===== config.mk =====
export PLATFORM = sky130hd
export DESIGN_NAME = sns_status_regs
export DESIGN_NICKNAME = d
export VERILOG_FILES = /design/src/sns_pkg.sv /design/src/sns_event_flags.sv /design/src/sns_status_regs.sv
export VERILOG_INCLUDE_DIRS = /design/src
export SDC_FILE = /design/constraint.sdc
export NUM_CORES = 1
export LEC_CHECK = 0
export BUFFER_PORTS_ARGS = -buffer_cell sky130_fd_sc_hd__buf_2
export CAP_MARGIN = 20
export CORE_ASPECT_RATIO = 2
export CORE_MARGIN = 2
export CORE_UTILIZATION = 35
export DETAILED_ROUTE_END_ITERATION = 7
export MAX_ROUTING_LAYER = met4
export SYNTH_ARGS = -nofsm -noshare
export SYNTH_HDL_FRONTEND = slang
export SYNTH_SLANG_ARGS = --single-unit

===== constraint.sdc =====
create_clock -name clk -period 1.95 [get_ports clk]
set_input_delay 0.2925 -clock clk [delete_from_list [all_inputs] [get_ports clk]]
set_output_delay 0.2925 -clock clk [all_outputs]
set_load 0.05 [all_outputs]

===== src/sns_status_regs.svh =====
// register offsets, bit positions and reset values of the sensor status bank
`ifndef SNS_STATUS_REGS_SVH
`define SNS_STATUS_REGS_SVH

// ==========================================================================
// word offsets (byte addresses, one 16-bit word each)
`define SNS_OFS_CMD        8'h22
`define SNS_OFS_TEMP       8'h2e
`define SNS_OFS_PRES       8'h30
`define SNS_OFS_SYNC       8'h32
`define SNS_OFS_STATUS     8'h36
`define SNS_OFS_SER_LO     8'h50
`define SNS_OFS_SER_HI     8'h52
`define SNS_WORD_STEP      8'h02

// ==========================================================================
// status bit positions
`define SNS_BIT_IDLE       0
`define SNS_BIT_PRES_UP    3
`define SNS_BIT_TEMP_UP    4
`define SNS_BIT_SUPPLY     7
`define SNS_BIT_CHECK      8
`define SNS_BIT_SAT        10
`define SNS_BIT_CRC        11
`define SNS_BIT_PRES_MISS  14
`define SNS_BIT_TEMP_MISS  15

// ==========================================================================
// masks and reset values
`define SNS_EVENT_MASK     16'hc998
`define SNS_LIVE_MASK      16'h0401
`define SNS_SYNC_COPY_MASK 16'hffe1
`define SNS_CLEAR_ALL      16'hffff
`define SNS_STATUS_RESET   16'h0000
`define SNS_RESULT_RESET   16'h0000

`endif


===== src/sns_pkg.sv =====
// types shared by the sensor status register bank
package sns_pkg;

	typedef enum logic [1:0] {
		SNS_ACC_NONE  = 2'b00,
		SNS_ACC_READ  = 2'b01,
		SNS_ACC_WRITE = 2'b10
	} sns_access_t;

	typedef logic [15:0] sns_word_t;

endpackage


===== src/sns_event_flags.sv =====
// sticky event flag vector: set wins over clear in the same cycle
`timescale 1ns/1ps

module sns_event_flags #(
	parameter int WIDTH = 16
) (
	input  wire logic             clk,
	input  wire logic             rst_n,
	input  wire logic [WIDTH-1:0] setVec,
	input  wire logic [WIDTH-1:0] clrVec,
	output logic      [WIDTH-1:0] flags
);

	logic [WIDTH-1:0] flags_reg;
	logic [WIDTH-1:0] flags_next;

	always_comb begin
		flags_next = (flags_reg & ~clrVec) | setVec;
	end

	always_ff @(posedge clk or negedge rst_n) begin
		if (!rst_n) begin
			flags_reg <= '0;
		end else begin
			flags_reg <= flags_next;
		end
	end

	assign flags = flags_reg;

endmodule


===== src/sns_status_regs.sv =====
// status, synchronized status, result and serial number registers of the sensor
`timescale 1ns/1ps
`include "sns_status_regs.svh"

module sns_status_regs #(
	parameter logic [63:0] SERIAL_NUMBER = 64'h0000_0000_5a5a_a5a5 // value arbitrary
) (
	input  wire logic        clk,
	input  wire logic        rst_n,
	input  wire logic        hostAddrLoad,
	input  wire logic [7:0]  hostAddr,
	input  wire logic        hostRead,
	input  wire logic        hostWrite,
	input  wire logic [15:0] hostWrData,
	input  wire logic        tempUpdate,
	input  wire logic [15:0] tempValue,
	input  wire logic        presUpdate,
	input  wire logic [15:0] presValue,
	input  wire logic        chipBusy,
	input  wire logic        dspSaturated,
	input  wire logic        bridgeSupplyFault,
	input  wire logic        bridgeCheckFault,
	input  wire logic        comCrcError,
	output logic [15:0]      hostRdData,
	output logic             hostRdValid,
	output logic             hostWrReject,
	output logic             cmdWrite,
	output logic [15:0]      cmdWord
);

	// ======================================================================
	// address pointer and access decode
	sns_pkg::sns_access_t access;
	logic [7:0]           effAddr;
	logic [7:0]           addr_reg;
	logic [7:0]           addr_next;
	logic                 tempRead;
	logic                 presRead;
	logic                 statusWrite;

	always_comb begin
		effAddr = hostAddrLoad ? hostAddr : addr_reg;
		if (hostRead) begin
			access = sns_pkg::SNS_ACC_READ;
		end else if (hostWrite) begin
			access = sns_pkg::SNS_ACC_WRITE;
		end else begin
			access = sns_pkg::SNS_ACC_NONE;
		end
		tempRead    = (access == sns_pkg::SNS_ACC_READ) && (effAddr == `SNS_OFS_TEMP);
		presRead    = (access == sns_pkg::SNS_ACC_READ) && (effAddr == `SNS_OFS_PRES);
		statusWrite = (access == sns_pkg::SNS_ACC_WRITE) && (effAddr == `SNS_OFS_STATUS);
	end

	always_comb begin
		addr_next = effAddr;
		if (access != sns_pkg::SNS_ACC_NONE) begin
			addr_next = effAddr + `SNS_WORD_STEP;
		end
	end

	// ======================================================================
	// measurement results and live conditions
	sns_pkg::sns_word_t tempResult_reg;
	sns_pkg::sns_word_t tempResult_next;
	sns_pkg::sns_word_t presResult_reg;
	sns_pkg::sns_word_t presResult_next;
	logic               idle_reg;
	logic               idle_next;
	logic               sat_reg;
	logic               sat_next;

	always_comb begin
		tempResult_next = tempUpdate ? tempValue : tempResult_reg;
		presResult_next = presUpdate ? presValue : presResult_reg;
		idle_next       = !chipBusy;
		sat_next        = dspSaturated;
	end

	// ======================================================================
	// sticky events
	logic [15:0] evtSet;
	logic [15:0] evtClr;
	logic [15:0] evtFlags;

	always_comb begin
		evtSet = 16'h0000;
		evtSet[`SNS_BIT_PRES_UP]   = presUpdate;
		evtSet[`SNS_BIT_TEMP_UP]   = tempUpdate;
		// an unread result being overwritten is judged on the flag before this edge
		evtSet[`SNS_BIT_PRES_MISS] = presUpdate && evtFlags[`SNS_BIT_PRES_UP];
		evtSet[`SNS_BIT_TEMP_MISS] = tempUpdate && evtFlags[`SNS_BIT_TEMP_UP];
		evtSet[`SNS_BIT_SUPPLY]    = bridgeSupplyFault;
		evtSet[`SNS_BIT_CHECK]     = bridgeCheckFault;
		evtSet[`SNS_BIT_CRC]       = comCrcError;
		evtClr = 16'h0000;
		if (statusWrite) begin
			evtClr = hostWrData & `SNS_EVENT_MASK;
		end
		evtClr[`SNS_BIT_PRES_UP] = evtClr[`SNS_BIT_PRES_UP] | presRead;
		evtClr[`SNS_BIT_TEMP_UP] = evtClr[`SNS_BIT_TEMP_UP] | tempRead;
	end

	sns_event_flags #(
		.WIDTH(16)
	) sns_event_flags_i (
		.clk   (clk),
		.rst_n (rst_n),
		.setVec(evtSet & `SNS_EVENT_MASK),
		.clrVec(evtClr),
		.flags (evtFlags)
	);

	// ======================================================================
	// main and synchronized status words
	sns_pkg::sns_word_t mainStatus;
	sns_pkg::sns_word_t syncStatus;
	logic [1:0]         syncUp_reg;
	logic [1:0]         syncUp_next;

	always_comb begin
		mainStatus = evtFlags & `SNS_EVENT_MASK;
		mainStatus[`SNS_BIT_IDLE] = idle_reg;
		mainStatus[`SNS_BIT_SAT]  = sat_reg;
		syncStatus = mainStatus & `SNS_SYNC_COPY_MASK;
		syncStatus[`SNS_BIT_PRES_UP] = syncUp_reg[0];
		syncStatus[`SNS_BIT_TEMP_UP] = syncUp_reg[1];
	end

	// captured before the read clears the main flag, so a burst sees the pair together
	always_comb begin
		syncUp_next = syncUp_reg;
		if (presRead) begin
			syncUp_next[0] = evtFlags[`SNS_BIT_PRES_UP];
		end
		if (tempRead) begin
			syncUp_next[1] = evtFlags[`SNS_BIT_TEMP_UP];
		end
	end

	// ======================================================================
	// host answers
	sns_pkg::sns_word_t rdData_reg;
	sns_pkg::sns_word_t rdData_next;
	logic               rdValid_reg;
	logic               rdValid_next;
	logic               wrReject_reg;
	logic               wrReject_next;
	logic               cmdWrite_reg;
	logic               cmdWrite_next;
	sns_pkg::sns_word_t cmdWord_reg;
	sns_pkg::sns_word_t cmdWord_next;

	always_comb begin
		rdData_next   = 16'h0000;
		rdValid_next  = 1'b0;
		wrReject_next = 1'b0;
		cmdWrite_next = 1'b0;
		cmdWord_next  = cmdWord_reg;
		unique case (access)
			sns_pkg::SNS_ACC_NONE: begin
			end
			sns_pkg::SNS_ACC_READ: begin
				rdValid_next = 1'b1;
				case (effAddr)
					`SNS_OFS_TEMP:   rdData_next = tempResult_reg;
					`SNS_OFS_PRES:   rdData_next = presResult_reg;
					`SNS_OFS_SYNC:   rdData_next = syncStatus;
					`SNS_OFS_STATUS: rdData_next = mainStatus;
					`SNS_OFS_SER_LO: rdData_next = SERIAL_NUMBER[15:0];
					`SNS_OFS_SER_HI: rdData_next = SERIAL_NUMBER[31:16];
					default:         rdData_next = 16'h0000;
				endcase
			end
			sns_pkg::SNS_ACC_WRITE: begin
				if (effAddr == `SNS_OFS_CMD) begin
					cmdWrite_next = 1'b1;
					cmdWord_next  = hostWrData;
				end else if (effAddr != `SNS_OFS_STATUS) begin
					// sync copy included: its event flags clear through main status, its update flags on result reads
					wrReject_next = 1'b1;
				end
			end
			default: begin
			end
		endcase
	end

	// ======================================================================
	// registers
	always_ff @(posedge clk or negedge rst_n) begin
		if (!rst_n) begin
			addr_reg       <= 8'h00;
			tempResult_reg <= `SNS_RESULT_RESET;
			presResult_reg <= `SNS_RESULT_RESET;
			idle_reg       <= 1'b0;
			sat_reg        <= 1'b0;
			syncUp_reg     <= 2'h0;
			rdData_reg     <= 16'h0000;
			rdValid_reg    <= 1'b0;
			wrReject_reg   <= 1'b0;
			cmdWrite_reg   <= 1'b0;
			cmdWord_reg    <= 16'h0000;
		end else begin
			addr_reg       <= addr_next;
			tempResult_reg <= tempResult_next;
			presResult_reg <= presResult_next;
			idle_reg       <= idle_next;
			sat_reg        <= sat_next;
			syncUp_reg     <= syncUp_next;
			rdData_reg     <= rdData_next;
			rdValid_reg    <= rdValid_next;
			wrReject_reg   <= wrReject_next;
			cmdWrite_reg   <= cmdWrite_next;
			cmdWord_reg    <= cmdWord_next;
		end
	end

	assign hostRdData   = rdData_reg;
	assign hostRdValid  = rdValid_reg;
	assign hostWrReject = wrReject_reg;
	assign cmdWrite     = cmdWrite_reg;
	assign cmdWord      = cmdWord_reg;

	// ======================================================================
	// checks
	a_idle_tracks: assert property (@(posedge clk) disable iff (!rst_n)
		chipBusy |=> !mainStatus[`SNS_BIT_IDLE] && !syncStatus[`SNS_BIT_IDLE])
		else $error("idle bit not low after busy");

	// status reads are checked for the idle bit; serial words may have bit 0 set
	a_idle_read: assert property (@(posedge clk) disable iff (!rst_n)
		chipBusy ##1 (hostRead && effAddr == `SNS_OFS_STATUS) |=> !hostRdData[`SNS_BIT_IDLE])
		else $error("status read shows idle while busy");

	a_pres_up_set: assert property (@(posedge clk) disable iff (!rst_n)
		presUpdate |=> evtFlags[`SNS_BIT_PRES_UP])
		else $error("pressure update flag not set");

	a_pres_up_clear: assert property (@(posedge clk) disable iff (!rst_n)
		presRead && !presUpdate |=> !evtFlags[`SNS_BIT_PRES_UP])
		else $error("pressure update flag not cleared by read");

	a_temp_up_flow: assert property (@(posedge clk) disable iff (!rst_n)
		tempUpdate |=> evtFlags[`SNS_BIT_TEMP_UP])
		else $error("temperature update flag not set");

	a_temp_up_clear: assert property (@(posedge clk) disable iff (!rst_n)
		tempRead && !tempUpdate |=> !evtFlags[`SNS_BIT_TEMP_UP])
		else $error("temperature update flag not cleared by read");

	a_pres_missed: assert property (@(posedge clk) disable iff (!rst_n)
		presUpdate && evtFlags[`SNS_BIT_PRES_UP] |=> evtFlags[`SNS_BIT_PRES_MISS])
		else $error("pressure overwrite not flagged");

	a_temp_missed: assert property (@(posedge clk) disable iff (!rst_n)
		tempUpdate && evtFlags[`SNS_BIT_TEMP_UP] |=> evtFlags[`SNS_BIT_TEMP_MISS])
		else $error("temperature overwrite not flagged");

	a_fault_events: assert property (@(posedge clk) disable iff (!rst_n)
		bridgeSupplyFault || bridgeCheckFault || comCrcError |=>
		(!$past(bridgeSupplyFault) || mainStatus[`SNS_BIT_SUPPLY])
		&& (!$past(bridgeCheckFault) || mainStatus[`SNS_BIT_CHECK])
		&& (!$past(comCrcError) || mainStatus[`SNS_BIT_CRC]))
		else $error("fault event lost");

	a_sat_live: assert property (@(posedge clk) disable iff (!rst_n)
		!dspSaturated |=> !mainStatus[`SNS_BIT_SAT])
		else $error("saturation bit held without its source");

	a_event_sticky: assert property (@(posedge clk) disable iff (!rst_n)
		evtFlags[`SNS_BIT_CHECK] && !(statusWrite && hostWrData[`SNS_BIT_CHECK])
		|=> evtFlags[`SNS_BIT_CHECK] [*1] ##0 mainStatus[`SNS_BIT_CHECK])
		else $error("event flag dropped without a clearing write");

	a_clear_all: assert property (@(posedge clk) disable iff (!rst_n)
		statusWrite && hostWrData == `SNS_CLEAR_ALL && (evtSet & `SNS_EVENT_MASK) == 16'h0000
		|=> (mainStatus & `SNS_EVENT_MASK) == 16'h0000)
		else $error("clear-all write left an event set");

	a_sync_copy: assert property (@(posedge clk) disable iff (!rst_n)
		((syncStatus ^ mainStatus) & `SNS_SYNC_COPY_MASK) == 16'h0000
		&& (mainStatus & ~(`SNS_EVENT_MASK | `SNS_LIVE_MASK)) == 16'h0000)
		else $error("sync copy differs or reserved bit set");

	a_sync_capture: assert property (@(posedge clk) disable iff (!rst_n)
		tempRead |=> syncStatus[`SNS_BIT_TEMP_UP] == $past(evtFlags[`SNS_BIT_TEMP_UP]))
		else $error("sync temperature flag not captured");

	a_burst_temp: assert property (@(posedge clk) disable iff (!rst_n)
		tempRead ##1 hostRead && !hostAddrLoad |=> hostRdValid && addr_reg == `SNS_OFS_SYNC)
		else $error("burst did not advance past pressure");

	a_serial_read: assert property (@(posedge clk) disable iff (!rst_n)
		hostRead && effAddr == `SNS_OFS_SER_LO |=> hostRdData == SERIAL_NUMBER[15:0])
		else $error("serial low word wrong");

	a_write_reject: assert property (@(posedge clk) disable iff (!rst_n)
		access == sns_pkg::SNS_ACC_WRITE && effAddr == `SNS_OFS_SYNC
		|=> hostWrReject && $stable(syncUp_reg))
		else $error("write to sync copy not rejected");

	a_set_wins: assert property (@(posedge clk) disable iff (!rst_n)
		bridgeSupplyFault && statusWrite && hostWrData[`SNS_BIT_SUPPLY]
		|=> mainStatus[`SNS_BIT_SUPPLY])
		else $error("event lost to simultaneous clear");

endmodule


==> summary.json, run 1 <==
{
  "status": {
    "run_status": "finished clean"
  },
  "final_layout": {
    "filler_cell_count": 1005,
    "mostFrequentLayoutCells": "sky130_fd_sc_hd__buf_2 (101), sky130_fd_sc_hd__dfrtp_1 (86), sky130_fd_sc_hd__mux2_2 (42)",
    "postLayoutCoreUtil_pct": 47.0,
    "proportion_of_layout_cells_with_a_drive_suffix_above_1_pct": 53.5,
    "final_common_cell": "sky130_fd_sc_hd__buf_2",
    "multiInputGateArea_um2": 1550,
    "layoutNonFillerInstCount": 546,
    "flow.area_growth_from_synthesis_pct": 31.0,
    "ff_latch_area_um2": 2150,
    "fin_nets": 473,
    "n_antenna_cell": 0
  },
  "critical_path": {
    "critical-path-slowest-cell": "sky130_fd_sc_hd__dfrtp_1",
    "critical_path.n_buffers_inverters": 2,
    "worst_path_dominant_cell_family": "compound AO/OA/AOI/OAI gates",
    "maximum_cell_stage_delay_along_the_critical_path_ps": 390,
    "worst-path-max-fanout": 16,
    "worst-setup-path-type": "flop to flop",
    "worstPathRequired_ps": 2140,
    "timing.critical_path.arrival_ps": 2020,
    "critPathLaunchType": "flop",
    "crit_path_cell_trace": "nor3b_1, buf_4, o22ai_4, nor2_1, o41ai_4, buf_12, a31oi_1",
    "worst_setup_path_end_kind": "flop"
  },
  "power_and_ir_drop": {
    "total_switching_power_mw": 1.11,
    "power_switching_share_pct": 25.4,
    "power.sequential.fraction_pct": 45.7,
    "powerDensity_nw_per_um2": 882,
    "combinational_power_share_pct": 13.3,
    "clock_power_share_pct": 41.0,
    "irDropWorstVdd_mv": 0.626,
    "static-leakage-power_nw": 2.29,
    "power_report.internal_total_mw": 3.26
  },
  "floorplan": {
    "fp.dieW_um": 77.5,
    "boundaryPins": 103,
    "floorplan.core_area_um2": 10500,
    "initial_core_util_pct": 35.9,
    "floorplan.rows": 53,
    "die_y_um": 151,
    "design.die.area_um2": 11700
  },
  "timing": {
    "clock_skew_ps": 8.25,
    "timing_max_transition_violations_final": 0,
    "setup_violations": 0,
    "period_needed_ps": 1830,
    "relative_max_transition_margin_pct": 67.5,
    "final.setup.worst_slack_ps": 120,
    "post-route-period-util_pct": 93.8,
    "unrepaired_setup_endpoints_after_global_routing": "true",
    "worst_hold_check_slack_ps": 82.7,
    "clock.fmax_ghz": 0.546,
    "timing_hold_violations_final": 0,
    "max_slew.worst_pin.slew_ps": 483
  },
  "hold_path": {
    "holdCritPathClass": "input port to flop"
  },
  "synthesis": {
    "asyncSetResetFlopFracSynth_pct": 100,
    "synth.yosys.seq_area_share_pct": 56.9,
    "synth_nets": 347,
    "main_combinational_cell_family_by_area_after_synthesis": "multiplexers",
    "synth.cell_area_um2": 3780,
    "post_synth_mux_area_share_pct": 17.4,
    "postSynthRegisterBits": 86,
    "post_synth_fa_ha_maj_area_fraction_pct": 0.331,
    "synth_edf_count": 0,
    "post_synth_and_or_nand_nor_area_fraction_pct": 8.66,
    "post_synth_xor_area_fraction_pct": 1.62,
    "post_synth_inst_count": 278,
    "mean_instance_size_in_the_synthesized_netlist_um2": 13.6,
    "synth-compound-area-share_pct": 12.6,
    "synth_warnings": 0,
    "postSynth.topFlopCell": "sky130_fd_sc_hd__dfrtp_1",
    "synth_cell_type_count": 46
  },
  "cts": {
    "tritoncts.num_buffers": 9,
    "worstSkewPairLatency_ps": 340,
    "clk_sinks": 86,
    "clockRootBuffer": "sky130_fd_sc_hd__clkbuf_16",
    "h-tree-depth": 3,
    "cts.clk_slew.worst_paths_ps": 70,
    "tritoncts_clock_tree": "built",
    "cts_buffer_depth": 2,
    "postCtsSetupRepairBufs": 0
  },
  "place": {
    "place_congestion": 0.866,
    "placed_cells_incl_taps": 529,
    "preCtsSetupSlack_ps": -181,
    "dp_hpwl_mm": 6.92,
    "io_buffer_count": 102
  },
  "route": {
    "antenna_left": 0,
    "detail_route.first_pass.iterations": 4,
    "via_count": 2702,
    "route.layer.met1.wl_mm": 3.31,
    "wl_per_cell_um": 16.8,
    "routed_via_density": 4.95,
    "top_signal_layer_used": "met4",
    "drc": 0,
    "route.final.wire_length_mm": 9.15,
    "detailroute.wirelength.met3_um": 265,
    "met2RoutedLength_mm": 5.36,
    "detail_route.iter0.violations": 82
  },
  "grt": {
    "grt_antenna_before_repair": 0,
    "grt_util_all_layers_pct": 17.4,
    "global_route.overflow_total": 0,
    "grt_first_pass_wirelength_mm": 15.1,
    "grt_max_degree": 52,
    "grt_pass1_vias": 3038
  },
  "job": {
    "max-cap-violations": 0
  }
}
-- layout make-up --
type | count | share of cell area, %
clock buffers | 11 | 5.10
clock inverters | 5 | 1.29
inverters | 4 | 0.303
multi-input cells | 176 | 31.2
flip-flops and latches | 86 | 43.4
well taps | 137 | 3.46
repair buffers | 127 | 15.2
-- cell families after synthesis --
kind of cell,count (synthesis)
xor+xnor,7
buf+inv,16
fa+ha+maj,1
flops,86
simple gates,55
compound gates,57
mux,56
-- power by group through the flow --
| stage | clock (mW) | sequential (mW) | combinational (mW) |
|---|---|---|---|
| finish | 1.79 | 2.00 | 0.581 |
| global route | 1.91 | 2.01 | 0.636 |
| CTS | 1.84 | 2.00 | 0.589 |
| detailed placement | 0 | 2.03 | 0.583 |
| global placement | 0 | 2.02 | 0.576 |
| floorplan | 0 | 2.07 | 0.269 |
-- cells in the mapped netlist, types with 2 or more instances --
library cell / n / share of area, %
sky130_fd_sc_hd__a31oi_2: 3 / 0.99
sky130_fd_sc_hd__o21ai_0: 2 / 0.26
sky130_fd_sc_hd__a21oi_2: 7 / 1.6
sky130_fd_sc_hd__nor2_1: 9 / 0.89
sky130_fd_sc_hd__mux2_4: 9 / 3.6
sky130_fd_sc_hd__and3b_1: 2 / 0.46
sky130_fd_sc_hd__mux2_2: 42 / 12
sky130_fd_sc_hd__a22oi_1: 17 / 3.4
sky130_fd_sc_hd__a31o_2: 2 / 0.46
sky130_fd_sc_hd__a32oi_1: 3 / 0.69
sky130_fd_sc_hd__buf_6: 2 / 0.60
sky130_fd_sc_hd__clkbuf_1: 4 / 0.40
sky130_fd_sc_hd__buf_4: 2 / 0.40
sky130_fd_sc_hd__o22ai_2: 2 / 0.66
sky130_fd_sc_hd__a21o_1: 5 / 0.99
sky130_fd_sc_hd__nand2_1: 20 / 2.0
sky130_fd_sc_hd__dfrtp_1: 86 / 57
sky130_fd_sc_hd__xnor2_1: 3 / 0.69
sky130_fd_sc_hd__buf_2: 2 / 0.26
sky130_fd_sc_hd__nor2_2: 2 / 0.33
sky130_fd_sc_hd__inv_1: 4 / 0.40
sky130_fd_sc_hd__nor3b_2: 3 / 0.99
sky130_fd_sc_hd__a22o_1: 2 / 0.46
sky130_fd_sc_hd__a21oi_1: 3 / 0.40
sky130_fd_sc_hd__xor2_1: 4 / 0.93
sky130_fd_sc_hd__nor2b_1: 2 / 0.33
sky130_fd_sc_hd__a31oi_1: 6 / 0.99
sky130_fd_sc_hd__mux2i_1: 5 / 1.3
sky130_fd_sc_hd__nor3_1: 6 / 0.79
sky130_fd_sc_hd__nand3_1: 2 / 0.26
sky130_fd_sc_hd__nor3_4: 2 / 0.86
-- per-layer routing --
layer | up-vias | GRT usage [%]
met2 | 57 | 32.0
met1 | 1362 | 17.9
met5 | - | -
met4 | 0 | 7.77
met3 | 14 | 3.10
li1 | 1269 | -
-- worst paths after layout --
check,slack (ps),cells past startpoint,startpoint,endpoint
setup / recovery,120,7,addr_reg[1]$_DFF_PN0_,hostRdData[3]$_DFF_PN0_
hold / removal,80,1,dspSaturated,sat_reg$_DFF_PN0_
setup reg to reg,120,7,addr_reg[1]$_DFF_PN0_,hostRdData[3]$_DFF_PN0_
hold reg to reg,490,1,sns_event_flags_i.flags[8]$_DFF_PN0_,sns_event_flags_i.flags[8]$_DFF_PN0_
max in group asynchronous,1050,3,rst_n,hostRdData[9]$_DFF_PN0_
min in group asynchronous,360,2,rst_n,cmdWord[1]$_DFFE_PN0P_
-- repair_timing --
| action | in CTS | in global routing |
|---|---|---|
| endpoints found under the setup margin | 0 | 18 |
| resized for setup | 0 | 2 |
| hold buffers | 1 | 0 |
| hold endpoints to repair | 14 | 0 |
-- per-stage QoR --
stage / cell area [um2] / power [mW] / setup TNS (ps)
after global routing: 4960 / 4.56 / -21.2
final: 4960 / 4.37 / 0
after CTS: 4940 / 4.42 / 0
after global placement: 4620 / 2.60 / -3900
after floorplan: 3780 / 2.34 / 0
after detailed placement: 4620 / 2.61 / -5120
Power figures use the tool's default switching activity.
==> run 2: changes to the inputs <==
==> constraint.sdc (replaced) <==
create_clock -name clk -period 1.95 [get_ports clk]
set_input_delay 0.0975 -clock clk [delete_from_list [all_inputs] [get_ports clk]]
set_output_delay 0.0975 -clock clk [all_outputs]
set_load 0.05 [all_outputs]
==> run 2 against run 1 <==
Clock power shrank 16%. Non-clock buffer count is 22 higher. Final cell count grew 4.0%. Via count increased by 4.0%. Critical path depth fell by 1. Register-to-register slack lost 20 ps. Combinational power up 5.5%. Sequential cell count unchanged. Global-route usage decreased by 0.081 points.
==> summary.json, run 2 (synthesis gave the netlist of run 1 again) <==
{
  "final_layout": {
    "proportion_of_layout_cells_with_a_drive_suffix_above_1": {"value": 49.1, "unit": "%", "change": "-4.5 points"},
    "flow.area_growth_from_synthesis_pct": 35.7,
    "filler_cell_count": {"value": 969, "change": "-3.6%"},
    "mostFrequentLayoutCells": "sky130_fd_sc_hd__buf_2 (101), sky130_fd_sc_hd__dfrtp_1 (86), sky130_fd_sc_hd__mux2_2 (42)",
    "postLayoutCellArea": {"value": 5130, "unit": "um2", "change": "+3.6%"},
    "layoutNonFillerInstCount": {"value": 568, "change": "+4.0%"},
    "multiInputGateArea": {"value": 1560, "unit": "um2", "change": "+0.57%"},
    "ff_latch_area": {"value": 2150, "unit": "um2", "change": "unchanged"},
    "fin_nets": {"value": 495, "change": "+4.7%"},
    "final_common_cell": "sky130_fd_sc_hd__buf_2"
  },
  "hold_path": {
    "holdCritPathClass": "input port to flop"
  },
  "critical_path": {
    "worstPathRequired": {"value": 2140, "unit": "ps", "change": "about the same"},
    "critPathLaunchType": "flop",
    "crit_path_cell_trace": "and3b_1, nor2_2, nor3_4, o41ai_4, buf_12, a31oi_1",
    "worst_setup_path_end_kind": "flop",
    "maximum_cell_stage_delay_along_the_critical_path": {"value": 440, "unit": "ps", "change": "+50 ps"},
    "critical-path-slowest-cell": "sky130_fd_sc_hd__dfrtp_1",
    "worst-setup-path-type": "flop to flop",
    "worst-path-max-fanout": {"value": 16, "change": "unchanged"},
    "timing.critical_path.arrival": {"value": 2030, "unit": "ps", "change": "about the same"}
  },
  "cts": {
    "cts.clk_slew.worst_paths": {"value": 60, "unit": "ps", "change": "about the same"},
    "clk_sinks": {"value": 86, "change": "unchanged"},
    "tritoncts_clock_tree": "built",
    "postCtsSetupRepairBufs": {"value": 0, "change": "unchanged"},
    "h-tree-depth": {"value": 3, "change": "unchanged"},
    "worstSkewPairLatency": {"value": 330, "unit": "ps", "change": "about the same"},
    "cts_buffer_depth": {"value": 2, "change": "unchanged"},
    "clockRootBuffer": "sky130_fd_sc_hd__clkbuf_16",
    "tritoncts.num_buffers": {"value": 9, "change": "unchanged"}
  },
  "timing": {
    "clock.fmax": {"value": 0.542, "unit": "GHz", "change": "-0.83%"},
    "relative_max_transition_margin": {"value": 62.7, "unit": "%", "change": "-4.8 points"},
    "timing_hold_violations_final": {"value": 0, "change": "unchanged"},
    "max_slew.worst_pin.slew": {"value": 560, "unit": "ps", "change": "+76.9 ps"},
    "setup_violations": {"value": 0, "change": "unchanged"},
    "worst_hold_check_slack": {"value": 2.83, "unit": "ps", "change": "-79.9 ps"},
    "period_needed": {"value": 1850, "unit": "ps", "change": "+15.4 ps"},
    "timing_max_transition_violations_final": {"value": 0, "change": "unchanged"},
    "post-route-period-util": {"value": 94.6, "unit": "%", "change": "+0.79 points"},
    "clock_skew": {"value": 5.69, "unit": "ps", "change": "-2.56 ps"}
  },
  "route": {
    "detail_route.first_pass.iterations": {"value": 4, "change": "unchanged"},
    "wl_per_cell": {"value": 16.6, "unit": "um", "change": "-1.0%"},
    "routed_via_density": {"value": 4.95, "change": "about the same"},
    "via_count": {"value": 2811, "change": "+4.0%"},
    "route.final.wire_length": {"value": 9.43, "unit": "mm", "change": "+3.0%"},
    "detail_route.iter0.violations": {"value": 99, "change": "+21%"},
    "antenna_left": {"value": 0, "change": "unchanged"},
    "drc": {"value": 0, "change": "unchanged"}
  },
  "power_and_ir_drop": {
    "total_switching_power": {"value": 1.06, "unit": "mW", "change": "-4.4%"},
    "powerDensity": {"value": 803, "unit": "nW/um2", "change": "-9.0%"},
    "irDropWorstVdd": {"value": 0.435, "unit": "mV", "change": "-31%"},
    "power_report.internal_total": {"value": 3.06, "unit": "mW", "change": "-6.1%"},
    "combinational_power_share": {"value": 14.9, "unit": "%", "change": "+1.6 points"},
    "clock_power_share": {"value": 36.5, "unit": "%", "change": "-4.5 points"},
    "static-leakage-power": {"value": 2.35, "unit": "nW", "change": "+2.3%"},
    "power_switching_share": {"value": 25.8, "unit": "%", "change": "+0.34 points"},
    "power.sequential.fraction": {"value": 48.6, "unit": "%", "change": "+2.9 points"},
    "finalPower": {"value": 4.12, "unit": "mW", "change": "-5.7%"}
  },
  "grt": {
    "grt_util_all_layers": {"value": 17.3, "unit": "%", "change": "-0.081 points"},
    "grt_first_pass_wirelength": {"value": 15.1, "unit": "mm", "change": "about the same"},
    "grt_max_degree": {"value": 47, "change": "-9.6%"},
    "grt_pass1_vias": {"value": 2925, "change": "-3.7%"},
    "global_route.overflow_total": {"value": 0, "change": "unchanged"},
    "grt_antenna_before_repair": {"value": 0, "change": "unchanged"}
  },
  "floorplan": {
    "initial_core_util": {"value": 35.9, "unit": "%", "change": "unchanged"},
    "design.die.area": {"value": 11700, "unit": "um2", "change": "unchanged"},
    "floorplan.rows": {"value": 53, "change": "unchanged"},
    "floorplan.core_area": {"value": 10500, "unit": "um2", "change": "unchanged"},
    "die_y": {"value": 151, "unit": "um", "change": "unchanged"},
    "fp.dieW": {"value": 77.5, "unit": "um", "change": "unchanged"},
    "boundaryPins": {"value": 103, "change": "unchanged"}
  },
  "place": {
    "io_buffer_count": {"value": 102, "change": "unchanged"},
    "place_congestion": {"value": 0.819, "change": "-5.4%"},
    "dp_hpwl": {"value": 7.08, "unit": "mm", "change": "+2.3%"},
    "post_dp_cell_area": {"value": 4550, "unit": "um2", "change": "-1.4%"},
    "placed_cells_incl_taps": {"value": 522, "change": "-1.3%"}
  },
  "job": {
    "max-cap-violations": {"value": 0, "change": "unchanged"}
  },
  "status": {
    "run_status": "finished clean"
  }
}
run 2: changes by cell type in the layout (fill, tap and decap cells not counted), moves of 2 or more:
cell and delta:
sky130_fd_sc_hd__clkinv_2 +2, sky130_fd_sc_hd__clkbuf_1 +2, sky130_fd_sc_hd__buf_4 -6, sky130_fd_sc_hd__dlygate4sd3_1 +29, sky130_fd_sc_hd__clkbuf_8 -2, sky130_fd_sc_hd__inv_6 -3
run 2: final cells by class:
type | count | area share (%)
Antenna cell | 1 | 0.0487
Tap cell | 137 | 3.34
Inverter | 4 | 0.292
Clock inverter | 4 | 0.487
Multi-Input combinational cell | 176 | 30.3
Clock buffer | 11 | 4.53
Timing Repair Buffer | 149 | 19.1
Sequential cell | 86 | 41.9
run 2: power groups by stage:
stage,registers (mW),logic [mW],clock network [mW]
floorplan,2.07,0.269,0
global placement,2.03,0.555,0
detailed placement,2.03,0.566,0
CTS,2.00,0.615,1.56
global route,2.02,0.669,1.62
finish,2.00,0.613,1.51
run 2: timing repair:
action	4_1_cts	5_1_grt
hold buffers	30	0
hold endpoints to repair	69	0
resized for setup	0	4
setup endpoints to repair	0	33
run 2: layer usage:
metal  GRT usage (%)  up-vias  wire length [um]
met5               -        -                 0
met2            31.8       59              5460
li1                -     1314                 -
met3            2.44       13               218
met1            18.3     1425              3530
met4            7.86        0               214
run 2: worst max-delay path: cells and delay by family (launching register included):
family	cells	cell delay, ps
and+or+nand+nor	3	560
DFF	1	440
AOI/OAI and AO/OA	2	480
buffers and inverters	1	210
run 2: path summary, 6_finish.rpt:
kind | startpoint | endpoint | cells after the start | slack (ps)
hold reg to reg | sns_event_flags_i.flags[11]$_DFF_PN0_ | sns_event_flags_i.flags[11]$_DFF_PN0_ | 1 | 490
hold / removal | presValue[12] | presResult_reg[12]$_DFFE_PN0P_ | 2 | 3
min in group asynchronous | rst_n | hostRdValid$_DFF_PN0_ | 2 | 290
setup / recovery | addr_reg[5]$_DFF_PN0_ | hostRdData[0]$_DFF_PN0_ | 6 | 100
max in group asynchronous | rst_n | sns_event_flags_i.flags[4]$_DFF_PN0_ | 3 | 1010
setup reg to reg | addr_reg[5]$_DFF_PN0_ | hostRdData[0]$_DFF_PN0_ | 6 | 100
run 2: metrics by stage:
step                      setup slack, ps  setup TNS (ps)  utilization [%]
final                                 105               0             48.7
after global routing                -5.90           -9.63             48.7
after CTS                            59.8               0             48.5
after detailed placement             6.25               0             43.2
after global placement               59.3               0             43.2
after floorplan                      7.94               0                -
==> run 3: changes to the inputs <==
--- a/config.mk
+++ b/config.mk
@@ -15,4 +15,5 @@
 export MAX_ROUTING_LAYER = met4
 export SYNTH_ARGS = -nofsm -noshare
 export SYNTH_HDL_FRONTEND = slang
+export SYNTH_HIERARCHICAL = 1
 export SYNTH_SLANG_ARGS = --single-unit
==> run 3 against run 2 <==
The run now ends with negative setup slack left. Final cell count up 8.6%. Sequential cell count is the same. Area after synthesis about the same. Synthesized cell count grew 2.2%. Routed wire length is 11% higher. Critical endpoint is now sns_event_flags_i/flags[3]$_DFF_PN0_.
==> summary.json, run 3 <==
{
  "status": {
    "run_status": "finished, violations left",
    "violations": "negative setup slack"
  },
  "final_layout": {
    "postLayoutCoreUtil": {"value": 54.0, "unit": "%", "change": "+5.3 points"},
    "n_antenna_cell": {"value": 0, "change": "-1"},
    "mostFrequentLayoutCells": "sky130_fd_sc_hd__buf_2 (101), sky130_fd_sc_hd__dfrtp_1 (84), sky130_fd_sc_hd__dlygate4sd3_1 (46)",
    "flow.area_growth_from_synthesis_pct": 50.3,
    "fin_nets": {"value": 544, "change": "+9.9%"},
    "final_common_cell": "sky130_fd_sc_hd__buf_2",
    "filler_cell_count": {"value": 913, "change": "-5.8%"},
    "postLayoutCellArea": {"value": 5690, "unit": "um2", "change": "+11%"},
    "proportion_of_layout_cells_with_a_drive_suffix_above_1": {"value": 50.0, "unit": "%", "change": "+0.93 points"}
  },
  "timing": {
    "unrepaired_setup_endpoints_after_global_routing": "true",
    "relative_max_transition_margin": {"value": 58.0, "unit": "%", "change": "-4.7 points"},
    "timing_hold_violations_final": {"value": 0, "change": "unchanged"},
    "clock.fmax": {"value": 0.488, "unit": "GHz", "change": "-9.9%"},
    "final.setup.worst_slack": {"value": -97.6, "unit": "ps", "change": "-202 ps"},
    "clock_skew": {"value": 9.50, "unit": "ps", "change": "+3.81 ps"},
    "period_needed": {"value": 2050, "unit": "ps", "change": "+202 ps"},
    "timing_max_transition_violations_final": {"value": 0, "change": "unchanged"},
    "totalNegativeSetupSlack": {"value": -1300, "unit": "ps", "change": "-1300 ps"},
    "setup_violations": {"value": 22, "change": "+22"},
    "post-route-period-util": {"value": 105, "unit": "%", "change": "+10 points"},
    "max_slew.worst_pin.slew": {"value": 630, "unit": "ps", "change": "+70.1 ps"}
  },
  "synthesis": {
    "synth_warnings": {"value": 6, "change": "+6"},
    "mean_instance_size_in_the_synthesized_netlist": {"value": 13.3, "unit": "um2", "change": "-2.0%"},
    "synth_nets": {"value": 353, "change": "+1.7%"},
    "synth.cell_area": {"value": 3790, "unit": "um2", "change": "about the same"},
    "post_synth_inst_count": {"value": 284, "change": "+2.2%"}
  },
  "grt": {
    "grt_util_met2": {"value": 34.6, "unit": "%", "change": "+2.8 points"},
    "grt_antenna_before_repair": {"value": 0, "change": "unchanged"},
    "globalRoute.busiestLayer": "met2",
    "grt_first_pass_wirelength": {"value": 16.3, "unit": "mm", "change": "+8.5%"},
    "grt_util_all_layers": {"value": 19.1, "unit": "%", "change": "+1.8 points"},
    "met1_capacity_usage_during_global_routing": {"value": 19.6, "unit": "%", "change": "+1.3 points"},
    "grt_max_degree": {"value": 50, "change": "+6.4%"},
    "global_route.overflow_total": {"value": 0, "change": "unchanged"},
    "grt_pass1_vias": {"value": 3248, "change": "+11%"},
    "met3_usage": {"value": 2.74, "unit": "%", "change": "+0.30 points"}
  },
  "cts": {
    "clk_sinks": {"value": 86, "change": "unchanged"},
    "cts.clk_slew.worst_paths": {"value": 60, "unit": "ps", "change": "about the same"},
    "tritoncts_clock_tree": "built",
    "worstSkewPairLatency": {"value": 350, "unit": "ps", "change": "+20 ps"},
    "h-tree-depth": {"value": 3, "change": "unchanged"},
    "cts_buffer_depth": {"value": 2, "change": "unchanged"},
    "clockRootBuffer": "sky130_fd_sc_hd__clkbuf_16",
    "tritoncts.num_buffers": {"value": 9, "change": "unchanged"}
  },
  "critical_path": {
    "critPathLaunchType": "flop",
    "worstPathRequired": {"value": 2180, "unit": "ps", "change": "+40 ps"},
    "critical_path_cell_count": {"value": 7, "change": "+1"},
    "worst_setup_path_end_kind": "flop",
    "worst_path_dominant_cell_family": "simple AND/OR/NAND/NOR gates",
    "crit_path_cell_trace": "or3b_4, a222oi_1, and2_4, and2b_2, a22o_1, inv_1, a21o_1",
    "worst-setup-path-type": "flop to flop",
    "critical_path.n_buffers_inverters": {"value": 1, "change": "unchanged"},
    "setup.worst_path.start": "addr_reg[0]$_DFF_PN0_",
    "maximum_cell_stage_delay_along_the_critical_path": {"value": 420, "unit": "ps", "change": "-20 ps"},
    "worst-path-max-fanout": {"value": 7, "change": "-9"},
    "worst_r2r_startpoint": "addr_reg[0]$_DFF_PN0_",
    "critical-path-slowest-cell": "sky130_fd_sc_hd__a222oi_1",
    "worst_r2r_path_depth": {"value": 7, "change": "+1"},
    "timing.critical_path.arrival": {"value": 2280, "unit": "ps", "change": "+250 ps"}
  },
  "route": {
    "route.final.wire_length": {"value": 10.5, "unit": "mm", "change": "+11%"},
    "wl_per_cell": {"value": 17.0, "unit": "um", "change": "+2.3%"},
    "antenna_left": {"value": 0, "change": "unchanged"},
    "detail_route.first_pass.iterations": {"value": 4, "change": "unchanged"},
    "drc": {"value": 0, "change": "unchanged"},
    "routed_via_density": {"value": 4.91, "change": "-0.80%"},
    "via_count": {"value": 3029, "change": "+7.8%"},
    "detail_route.iter0.violations": {"value": 200, "change": "+100%"}
  },
  "place": {
    "dp_hpwl": {"value": 7.23, "unit": "mm", "change": "+2.1%"},
    "place_congestion": {"value": 0.901, "change": "+10%"},
    "io_buffer_count": {"value": 102, "change": "unchanged"},
    "preCtsSetupSlack": {"value": -138, "unit": "ps", "change": "-144 ps"},
    "post_dp_cell_area": {"value": 4630, "unit": "um2", "change": "+1.8%"}
  },
  "job": {
    "max-cap-violations": {"value": 0, "change": "unchanged"}
  },
  "floorplan": {
    "design.die.area": {"value": 11700, "unit": "um2", "change": "about the same"},
    "floorplan.rows": {"value": 53, "change": "unchanged"},
    "floorplan.core_area": {"value": 10500, "unit": "um2", "change": "unchanged"},
    "boundaryPins": {"value": 103, "change": "unchanged"},
    "die_y": {"value": 151, "unit": "um", "change": "about the same"},
    "fp.dieW": {"value": 77.6, "unit": "um", "change": "about the same"},
    "initial_core_util": {"value": 35.9, "unit": "%", "change": "about the same"}
  },
  "power_and_ir_drop": {
    "finalPower": {"value": 4.39, "unit": "mW", "change": "+6.6%"},
    "static-leakage-power": {"value": 2.61, "unit": "nW", "change": "+11%"},
    "powerDensity": {"value": 772, "unit": "nW/um2", "change": "-3.9%"},
    "irDropWorstVdd": {"value": 0.483, "unit": "mV", "change": "+11%"}
  },
  "hold_path": {
    "holdCritPathClass": "input port to flop",
    "hold_path_startpoint": "presValue[7]",
    "hold_path_depth": {"value": 2, "change": "unchanged"}
  }
}
run 3: metal layers:
layer  wire (um)  vias up
li1            -     1417
met2        6070       71
met5           0        -
met1        3740     1515
met4         376        0
met3         286       26
run 3: per-stage QoR:
| step | std cells | hold WS, ps |
|---|---|---|
| after global placement | 536 | 145 |
| after detailed placement | 536 | 154 |
| after floorplan | 284 | -198 |
| after global routing | 617 | 9.87 |
| after CTS | 606 | 3.25 |
| final | 617 | 10.6 |
run 3: layout make-up:
type	instances	area (um2)	share of cell area (%)
clock inverters	6	45.0	0.791
multi-input cells	175	1650	29.0
flip-flops and latches	86	2150	37.8
inverters	10	37.5	0.659
repair buffers	193	1400	24.5
clock buffers	10	239	4.20
well taps	137	171	3.01
run 3: final timing paths:
path / slack [ps] / end
max: -100 / sns_event_flags_i/flags[3]$_DFF_PN0_
min: 10 / presResult_reg[7]$_DFFE_PN0P_
max reg2reg: -100 / sns_event_flags_i/flags[3]$_DFF_PN0_
min reg2reg: 490 / sns_event_flags_i/flags[14]$_DFF_PN0_
max in group asynchronous: 980 / tempResult_reg[3]$_DFFE_PN0P_
min in group asynchronous: 310 / hostRdValid$_DFF_PN0_
run 3: worst reg2reg max path: cells and delay by family, from the launching register on:
kind                   cells  cell delay (ps)
AO/OA/AOI/OAI              3              710
buffers and inverters      1               40
flip-flops                 1              390
AND/OR/NAND/NOR            3              810
run 3: timing repair:
item | CTS | global route
gates resized for setup | 9 | 26
setup buffers | 7 | 10
setup endpoints to repair | 27 | 39
hold endpoints to repair | 93 | 0
pin swaps | 2 | 10
hold buffers | 46 | 0
cloned | 1 | 3
run 3: where the power goes:
group	switching [mW]	internal [mW]	total (mW)
Sequential	0.0827	1.92	2.00
Clock	0.725	0.904	1.63
Combinational	0.369	0.393	0.762
Total	1.18	3.22	4.39
